===== config.mk =====
export PLATFORM = sky130hd
export DESIGN_NAME = asce_top
export DESIGN_NICKNAME = d
export VERILOG_FILES = /design/src/asce_pkg.sv /design/src/asce_top.sv
export SDC_FILE = /design/constraint.sdc
export NUM_CORES = 2
export LEC_CHECK = 0
export ABC_CLOCK_PERIOD_IN_PS = 7300
export BUFFER_PORTS_ARGS = -buffer_cell sky130_fd_sc_hd__buf_2
export CAP_MARGIN = 20
export CORE_UTILIZATION = 35
export CTS_BUF_LIST = sky130_fd_sc_hd__clkbuf_4
export CTS_CLUSTER_DIAMETER = 80
export DETAILED_ROUTE_END_ITERATION = 12
export SLEW_MARGIN = 10
export SYNTH_ARGS = -nofsm -noshare
export SYNTH_HDL_FRONTEND = slang
export SYNTH_SLANG_ARGS = --single-unit

===== constraint.sdc =====
create_clock -name ref_clk -period 7.3 [get_ports ref_clk]
set_clock_uncertainty 0.05 [all_clocks]
set_input_delay 1.825 -clock ref_clk [delete_from_list [all_inputs] [get_ports ref_clk]]
set_output_delay 1.825 -clock ref_clk [all_outputs]
set_load 0.01 [all_outputs]

===== src/asce_pkg.sv =====
// Package for the analyzer set-command executor
package asce_pkg;
  localparam logic [3:0] ASCE_CMD_SET = 4'h7;
  localparam logic [3:0] ASCE_SUB_REG = 4'h0;
  localparam logic [3:0] ASCE_SUB_LINE = 4'h1;
  localparam logic [3:0] ASCE_SUB_TIMER = 4'h2;
  localparam logic [3:0] ASCE_SUB_COUNTER = 4'h3;
  localparam logic [3:0] ASCE_SUB_BUZZ = 4'h4;
  localparam logic [3:0] ASCE_SUB_TRIG = 4'h5;
  // Operand selectors
  localparam logic [2:0] ASCE_OP_CONST = 3'h0;
  localparam logic [2:0] ASCE_OP_A = 3'h1;
  localparam logic [2:0] ASCE_OP_B = 3'h2;
  localparam logic [2:0] ASCE_OP_C = 3'h3;
  localparam logic [2:0] ASCE_OP_D = 3'h4;
  // Special value selectors
  localparam logic [2:0] ASCE_SP_WAIT = 3'h0;
  localparam logic [2:0] ASCE_SP_KEY = 3'h1;
  localparam logic [2:0] ASCE_SP_COUNT = 3'h2;
  localparam logic [2:0] ASCE_SP_BYTE = 3'h3;
  localparam logic [2:0] ASCE_SP_STATION = 3'h4;
  localparam logic [2:0] ASCE_SP_NS = 3'h5;
  localparam logic [2:0] ASCE_SP_NR = 3'h6;
  localparam logic [2:0] ASCE_SP_PF = 3'h7;
  // Line selectors
  localparam logic [2:0] ASCE_LN_RTS = 3'h0;
  localparam logic [2:0] ASCE_LN_CTS = 3'h1;
  localparam logic [2:0] ASCE_LN_DSR = 3'h2;
  localparam logic [2:0] ASCE_LN_DCD = 3'h3;
  localparam logic [2:0] ASCE_LN_DTR = 3'h4;
  localparam logic [2:0] ASCE_LN_RI = 3'h5;
  localparam int ASCE_LN_N = 6;
  localparam int ASCE_VW = 20;
  localparam int ASCE_NVAR = 16;
  localparam int ASCE_NTC = 4;
  // Timing
  localparam int ASCE_CLK_HZ = 40000000;
  localparam int ASCE_TRIG_US = 1000;
  localparam int ASCE_BEEP_US = 100000;
  localparam int ASCE_TRIG_CYC = ASCE_CLK_HZ / 1000000 * ASCE_TRIG_US;
  localparam int ASCE_BEEP_CYC = ASCE_CLK_HZ / 1000000 * ASCE_BEEP_US;
  localparam logic [ASCE_VW-1:0] ASCE_ZERO = 20'h00000;
  localparam logic [ASCE_VW-1:0] ASCE_ONE = 20'h00001;
  // Register map, word addresses times four
  localparam logic [7:0] ASCE_A_CMD = 8'h00;
  localparam logic [7:0] ASCE_A_OPND = 8'h04;
  localparam logic [7:0] ASCE_A_STAT = 8'h08;
  localparam logic [7:0] ASCE_A_CFG = 8'h0c;
  localparam logic [7:0] ASCE_A_VAR = 8'h40;
  localparam logic [7:0] ASCE_A_TPRE = 8'h80;
  localparam logic [7:0] ASCE_A_TVAL = 8'h90;
  localparam logic [7:0] ASCE_A_CVAL = 8'ha0;
  localparam logic [31:0] ASCE_RD_NONE = 32'hdeadbeef;
  typedef enum logic [1:0] {ASCE_IDLE, ASCE_EXEC, ASCE_DONE} asce_state_t;
endpackage


===== src/asce_top.sv =====
// Set-command executor: variables, lines, timers, counters, buzzer, trigger
//
// Decided for this implementation: the Avalon-MM slave port and the placing of the registers.
`timescale 1ns/1ps
`default_nettype none
module asce_top (
  input wire logic ref_clk,
  input wire logic reset,
  input wire logic [7:0] address,
  input wire logic read,
  input wire logic write,
  input wire logic [31:0] writedata,
  output logic [31:0] readdata,
  output logic waitrequest,
  input wire logic prog_start,
  input wire logic dce_role,
  input wire logic auto_line_en,
  input wire logic [asce_pkg::ASCE_LN_N-1:0] auto_line_val,
  input wire logic timer_tick,
  input wire logic [asce_pkg::ASCE_VW-1:0] setup_timer_preset,
  input wire logic [asce_pkg::ASCE_VW-1:0] setup_counter_init,
  input wire logic [3:0] releasing_wait_index,
  input wire logic [3:0] pressed_key_value,
  input wire logic [asce_pkg::ASCE_VW-1:0] captured_byte_count,
  input wire logic [asce_pkg::ASCE_VW-1:0] frame_byte_pointer,
  input wire logic [7:0] frame_byte_at_pointer,
  input wire logic [7:0] station_field,
  input wire logic [6:0] send_sequence_field,
  input wire logic [6:0] receive_sequence_field,
  input wire logic poll_final_bit,
  output logic [asce_pkg::ASCE_LN_N-1:0] line_level,
  output logic [asce_pkg::ASCE_NTC-1:0] timer_running,
  output logic buzzer_on,
  output logic trigger_out_n
);
  import asce_pkg::*;

  ////////////////////////////////////////////////////////////////////////////
  // Command registers and bus slave
  logic [3:0] cmd_q;
  logic [3:0] sub_q;
  logic [2:0] opsel_q;
  logic [3:0] idx_q;
  logic [3:0] src_q;
  logic [ASCE_VW-1:0] const_q;
  asce_state_t state_q;
  logic [ASCE_VW-1:0] var_q [ASCE_NVAR];
  logic [ASCE_VW-1:0] tpre_q [ASCE_NTC];
  logic [ASCE_VW-1:0] tval_q [ASCE_NTC];
  logic [ASCE_VW-1:0] cval_q [ASCE_NTC];
  logic [ASCE_LN_N-1:0] line_q;
  logic [ASCE_NTC-1:0] trun_q;
  logic [31:0] beep_cnt_q;
  logic [31:0] trig_cnt_q;
  logic busy_w;
  logic go_w;
  logic rd_wait_q;

  assign busy_w = (state_q != ASCE_IDLE);
  // Writing the command word launches it; stall while one runs
  assign go_w = write && (address == ASCE_A_CMD) && !busy_w;
  // A command write waits out the previous one
  // Reads take one wait state so the registered data stands when accepted
  assign waitrequest = (write && (address == ASCE_A_CMD) && busy_w) ||
                       (read && !rd_wait_q);

  always_ff @(posedge ref_clk) begin
    if (reset) begin
      rd_wait_q <= 1'b0;
    end else begin
      rd_wait_q <= read && !rd_wait_q;
    end
  end

  function automatic logic [ASCE_VW-1:0] asce_sel(input logic [ASCE_VW-1:0] a [ASCE_NTC],
                                                  input logic [1:0] i);
    asce_sel = a[i];
  endfunction

  always_ff @(posedge ref_clk) begin
    if (reset) begin
      cmd_q <= 4'h0;
      sub_q <= 4'h0;
      opsel_q <= ASCE_OP_CONST;
      idx_q <= 4'h0;
      src_q <= 4'h0;
      const_q <= ASCE_ZERO;
    end else begin
      if (write && address == ASCE_A_OPND) begin
        const_q <= writedata[ASCE_VW-1:0];
      end
      if (go_w) begin
        cmd_q <= writedata[15:12];
        sub_q <= writedata[11:8];
        opsel_q <= writedata[7:5];
        idx_q <= writedata[3:0];
        src_q <= writedata[19:16];
      end
    end
  end

  always_ff @(posedge ref_clk) begin
    if (reset) begin
      state_q <= ASCE_IDLE;
    end else begin
      unique case (state_q)
        ASCE_IDLE: if (go_w) state_q <= ASCE_EXEC;
        ASCE_EXEC: state_q <= ASCE_DONE;
        ASCE_DONE: state_q <= ASCE_IDLE;
      endcase
    end
  end

  always_ff @(posedge ref_clk) begin
    if (reset) begin
      readdata <= 32'h0;
    end else if (read && !rd_wait_q) begin
      if (address == ASCE_A_STAT) begin
        readdata <= {22'h0, trig_cnt_q != 32'h0, beep_cnt_q != 32'h0, line_q, busy_w, 1'b0};
      end else if (address == ASCE_A_OPND) begin
        readdata <= {12'h0, const_q};
      end else if (address[7:6] == ASCE_A_VAR[7:6]) begin
        readdata <= {12'h0, var_q[address[5:2]]};
      end else if (address[7:4] == ASCE_A_TPRE[7:4]) begin
        readdata <= {12'h0, asce_sel(tpre_q, address[3:2])};
      end else if (address[7:4] == ASCE_A_TVAL[7:4]) begin
        readdata <= {12'h0, asce_sel(tval_q, address[3:2])};
      end else if (address[7:4] == ASCE_A_CVAL[7:4]) begin
        readdata <= {12'h0, asce_sel(cval_q, address[3:2])};
      end else begin
        readdata <= ASCE_RD_NONE;
      end
    end
  end

  ////////////////////////////////////////////////////////////////////////////
  // Special value mux
  logic [ASCE_VW-1:0] special_w;
  always_comb begin
    special_w = ASCE_ZERO;
    unique case (src_q[2:0])
      ASCE_SP_WAIT: special_w = {16'h0, releasing_wait_index};
      ASCE_SP_KEY: special_w = {16'h0, pressed_key_value};
      ASCE_SP_COUNT: special_w = captured_byte_count;
      ASCE_SP_BYTE: special_w = (frame_byte_pointer > captured_byte_count) ?
                                ASCE_ZERO : {12'h0, frame_byte_at_pointer};
      ASCE_SP_STATION: special_w = {12'h0, station_field};
      ASCE_SP_NS: special_w = {13'h0, send_sequence_field};
      ASCE_SP_NR: special_w = {13'h0, receive_sequence_field};
      ASCE_SP_PF: special_w = {19'h0, poll_final_bit};
    endcase
  end

  logic exec_w;
  assign exec_w = (state_q == ASCE_EXEC) && (cmd_q == ASCE_CMD_SET);

  ////////////////////////////////////////////////////////////////////////////
  // General variables
  always_ff @(posedge ref_clk) begin
    if (reset || prog_start) begin
      for (int i = 0; i < ASCE_NVAR; i++) var_q[i] <= ASCE_ZERO;
    end else if (exec_w && sub_q == ASCE_SUB_REG) begin
      unique case (opsel_q)
        ASCE_OP_CONST: var_q[idx_q] <= const_q;
        ASCE_OP_A: var_q[idx_q] <= var_q[idx_q] + ASCE_ONE;
        ASCE_OP_B: var_q[idx_q] <= var_q[idx_q] - ASCE_ONE;
        ASCE_OP_C: var_q[idx_q] <= var_q[src_q];
        ASCE_OP_D: var_q[idx_q] <= special_w;
        default: ;
      endcase
    end
  end

  ////////////////////////////////////////////////////////////////////////////
  // Control lines; DTE drives RTS DTR, DCE drives CTS DSR DCD RI
  logic [ASCE_LN_N-1:0] role_mask_w;
  logic [ASCE_LN_N-1:0] auto_mask_w;
  assign role_mask_w = dce_role ? 6'b101110 : 6'b010001;
  assign auto_mask_w = 6'b011011;
  always_ff @(posedge ref_clk) begin
    if (reset || prog_start) begin
      line_q <= '0;
    end else if (exec_w && sub_q == ASCE_SUB_LINE && idx_q < 4'(ASCE_LN_N)) begin
      if (role_mask_w[idx_q[2:0]]) line_q[idx_q[2:0]] <= const_q[0];
    end
  end
  // Auto control wins over the command on its four lines
  assign line_level = auto_line_en ?
      ((line_q & ~auto_mask_w) | (auto_line_val & auto_mask_w)) : line_q;

  ////////////////////////////////////////////////////////////////////////////
  // Timers and counters
  always_ff @(posedge ref_clk) begin
    if (reset || prog_start) begin
      for (int i = 0; i < ASCE_NTC; i++) begin
        tpre_q[i] <= setup_timer_preset;
        tval_q[i] <= ASCE_ZERO;
        cval_q[i] <= setup_counter_init;
      end
      trun_q <= '0;
    end else begin
      for (int i = 0; i < ASCE_NTC; i++) begin
        if (trun_q[i] && timer_tick) tval_q[i] <= tval_q[i] + ASCE_ONE;
      end
      if (exec_w && sub_q == ASCE_SUB_TIMER) begin
        unique case (opsel_q)
          ASCE_OP_CONST: tpre_q[idx_q[1:0]] <= const_q;
          ASCE_OP_A: trun_q[idx_q[1:0]] <= 1'b1;
          ASCE_OP_B: trun_q[idx_q[1:0]] <= 1'b0;
          ASCE_OP_C: begin
            tval_q[idx_q[1:0]] <= ASCE_ZERO;
            trun_q[idx_q[1:0]] <= 1'b1;
          end
          default: ;
        endcase
      end
      if (exec_w && sub_q == ASCE_SUB_COUNTER) begin
        unique case (opsel_q)
          ASCE_OP_CONST: cval_q[idx_q[1:0]] <= const_q;
          ASCE_OP_A: cval_q[idx_q[1:0]] <= cval_q[idx_q[1:0]] + ASCE_ONE;
          ASCE_OP_B: cval_q[idx_q[1:0]] <= ASCE_ZERO;
          default: ;
        endcase
      end
    end
  end
  assign timer_running = trun_q;

  ////////////////////////////////////////////////////////////////////////////
  // Buzzer and trigger pulse
  always_ff @(posedge ref_clk) begin
    if (reset) begin
      beep_cnt_q <= 32'h0;
    end else if (exec_w && sub_q == ASCE_SUB_BUZZ) begin
      beep_cnt_q <= 32'(ASCE_BEEP_CYC);
    end else if (beep_cnt_q != 32'h0) begin
      beep_cnt_q <= beep_cnt_q - 32'h1;
    end
  end
  assign buzzer_on = (beep_cnt_q != 32'h0);

  // Retrigger is ignored so the far end never sees a merged edge
  always_ff @(posedge ref_clk) begin
    if (reset) begin
      trig_cnt_q <= 32'h0;
    end else if (exec_w && sub_q == ASCE_SUB_TRIG && trig_cnt_q == 32'h0) begin
      trig_cnt_q <= 32'(ASCE_TRIG_CYC);
    end else if (trig_cnt_q != 32'h0) begin
      trig_cnt_q <= trig_cnt_q - 32'h1;
    end
  end
  assign trigger_out_n = (trig_cnt_q == 32'h0);
endmodule // asce_top
`default_nettype wire


==> results.yml <==
sta:
  relSlewSlack: 0.160
  finalCritPeriodShare: 0.739
  final.setup.tns_ps: 0
  finalCriticalPeriod_ps: 5390
  timing_hold_violations_final: 0
  worst_slew_pin_slew_ps: 1260
  max_clock_freq_ghz: 0.185
  slew_violations: 0
  rsz0062_at_grt: "no"
  finalSetupViolations: 0
logic_synthesis:
  yosysWarnings: 0
  syn_area_per_cell_um2: 11.1
  synth_area_mm2: 0.0410
  ys_async_sr_fraction: 0
  yosysSeqAreaShare: 0.461
  synthFlopType: "edfxtp_1"
  ys_types: 85
  synth_edf_count: 480
  synth_cells: 3691
  ys_ff_latch: 705
layout:
  layout_common_cells: "nor2_1, nand2_1, edfxtp_1"
  layout-drive-gt1-share: 0.264
  layout_commonest_cell: "nor2_1"
  finalCoreUtilization: 0.396
  nets: 4082
  fillCellCount: 11243
  fin_cells: 5560
  area.growth.synth_to_final_pct: 12.1
placed_design:
  hpwl_um: 102000
  place_inst: 5208
  port-buffer-count: 199
  gp_congestion: 0.946
die:
  rows: 125
  fp.dieH_um: 344
  die_area_mm2: 0.119
  core_mm2: 0.116
  initial_core_util: 0.353
  die_w_um: 344
  io_pins: 218
clock_network:
  cts.sinks: 705
  cts-root-buf: "clkbuf_4"
  ctsHoldBuffers: 0
  clock_latency_ps: 1070
  cts.repair.resized: 0
  clk_pin_slew_ps: 60
  cts_buffers: 190
  cts_tree: "done"
  postCtsSetupBuffers: 0
  htreeDepth: 4
  clk_path_buf_depth: 3
grt:
  grt_max_degree: 65
  antenna_found_initial: 9
  track_usage: 0.253
  grt_first_pass_wirelength_um: 217000
  overflow: 0
  grt_pass1_vias: 31773
worst_setup_path:
  path_class: "in -> out"
  cp_max_fo: 4
  cp.arrival_ps: 3520
  end_kind: "primary output"
  cp_common_cell: "buf_2"
  critPathLaunchType: "input port"
  cp_top_family: "simple AND/OR/NAND/NOR gates"
  max_stage_delay_ps: 380
  critPathRequiredTime_ps: 5430
  critical_path.slowest_cell: "nor4_1"
  critical_path_buf_inv_count: 2
  crit_chain: "buf_2 -> nor4_1 -> nand2_1 -> nor2_1 -> nand3b_1 -> o21ai_0 -> buf_2"
power_and_ir_drop:
  power_per_cell_area_mw_per_mm2: 218
  p_leak_nw: 16.0
  peakVddDrop_mv: 0.116
  p_total_w: 0.0100
drt:
  dr.pass1.iters: 6
  ant_nets: 0
  wl_um: 151000
  drtIter0Drc: 4526
  drc: 0
  wl_per_cell_um: 27.2
  via_per_inst: 6.02
  vias: 33444
hold_path:
  hold_path_class: "reg -> reg"
status:
  status: "finished, final reports clean"
job:
  cap_violations: 0
## stage by stage
| step | setup WS [ps] | instance area (um2) | hold slack, ps |
|---|---|---|---|
| floorplan | 1560 | 41000 | 386 |
| global placement | 1910 | 43500 | 401 |
| detailed placement | 1890 | 43500 | 408 |
| CTS | 1910 | 45900 | 355 |
| global route | 1770 | 46000 | 390 |
| finish | 1910 | 46000 | 387 |
## flip-flops by register name (all words and copies together), names as in the netlist, 20 cells and up, named ones only
signal / flops
tpre_q: 80
readdata: 21
var_q: 320
cval_q: 80
const_q: 20
tval_q: 80
beep_cnt_q: 32
trig_cnt_q: 32
## final cells by class
class,instances,area [um2],area share
Inverter,46,173,0.00376
Antenna cell,7,17.5,0.000381
Timing Repair Buffer,308,1840,0.0401
Sequential cell,705,18900,0.412
Tap cell,1524,1910,0.0415
Clock inverter,61,285,0.00621
Multi-Input combinational cell,2627,20700,0.450
Clock buffer,282,2120,0.0461
## power breakdown
group	internal, W	switching (W)	leakage [nW]	total (W)
clock network	0.00180	0.00175	1.45	0.00356
logic	0.000693	0.000947	7.60	0.00164
registers	0.00458	0.000228	6.95	0.00481
total	0.00708	0.00293	16.0	0.0100
## synth_stat cells (7+ instances only)
cell,n,share of area
nor2_1,606,0.055
nand2_1,500,0.046
edfxtp_1,480,0.35
mux4_2,362,0.20
clkbuf_1,230,0.021
dfxtp_1,225,0.11
a21oi_1,163,0.020
o21ai_0,80,0.0098
xor2_1,80,0.017
xnor2_1,75,0.016
nor3_1,72,0.0088
nand3_1,71,0.0087
a221oi_1,70,0.015
nor4_1,44,0.0067
and3_1,42,0.0064
inv_1,42,0.0038
buf_1,40,0.0037
o22ai_1,40,0.0061
mux2i_1,34,0.0083
ha_1,31,0.0095
a211oi_1,27,0.0049
a22oi_1,27,0.0049
nand4_1,25,0.0038
mux2_2,22,0.0060
buf_2,20,0.0024
nor2b_1,20,0.0031
nand2b_1,19,0.0029
buf_4,18,0.0033
or3_1,17,0.0026
a22o_1,14,0.0030
a21oi_2,13,0.0028
and2_1,13,0.0020
o22a_1,12,0.0026
a31oi_1,10,0.0015
a221o_1,9,0.0022
and4_1,9,0.0019
o21a_1,9,0.0016
o211ai_1,8,0.0015
buf_6,7,0.0019
nor3b_1,7,0.0013
o21ai_1,7,0.00085
or4_1,7,0.0013
## worst paths after layout
check | endpoint | slack [ps] | from | depth (start not counted)
setup / recovery | waitrequest | 1910 | address[5] | 7
hold / removal | flip-flop | 390 | src_q[3] | 2
setup reg to reg | var_q[15][13] | 2030 | flip-flop | 10
hold reg to reg | flip-flop | 390 | src_q[3] | 2
## cells by family (layout without fill, tap and decap cells)
group / Yosys count / count (layout) / synth area share
compound gates: 537 / 537 / 0.0883
xor+xnor: 155 / 155 / 0.0331
fa+ha+maj: 31 / 31 / 0.00946
buf+inv: 362 / 697 / 0.0367
flops: 705 / 705 / 0.461
mux: 420 / 420 / 0.214
other cells: 1 / 11 / 0.0000915
simple gates: 1480 / 1480 / 0.157
## worst reg2reg max path: stages (launching register included)
cell and delay (ps):
dfxtp_1 800, buf_4 320, and2_1 830, a221oi_1 450, or4_1 790, nor4_2 500, xnor2_1 180, o21ai_1 80
o21ai_1 650, buf_4 290, nor2_1 50
## per-layer routing
layer	routed length (um)	GRT usage	part of all wire	up-vias
met5	45	0	0.00030	-
met4	8510	0.132	0.056	6
met3	19100	0.0698	0.13	452
met2	68500	0.393	0.45	2251
met1	55300	0.321	0.37	16379
li1	-	-	-	14356
No activity file was read; power rests on OpenSTA's default activity.
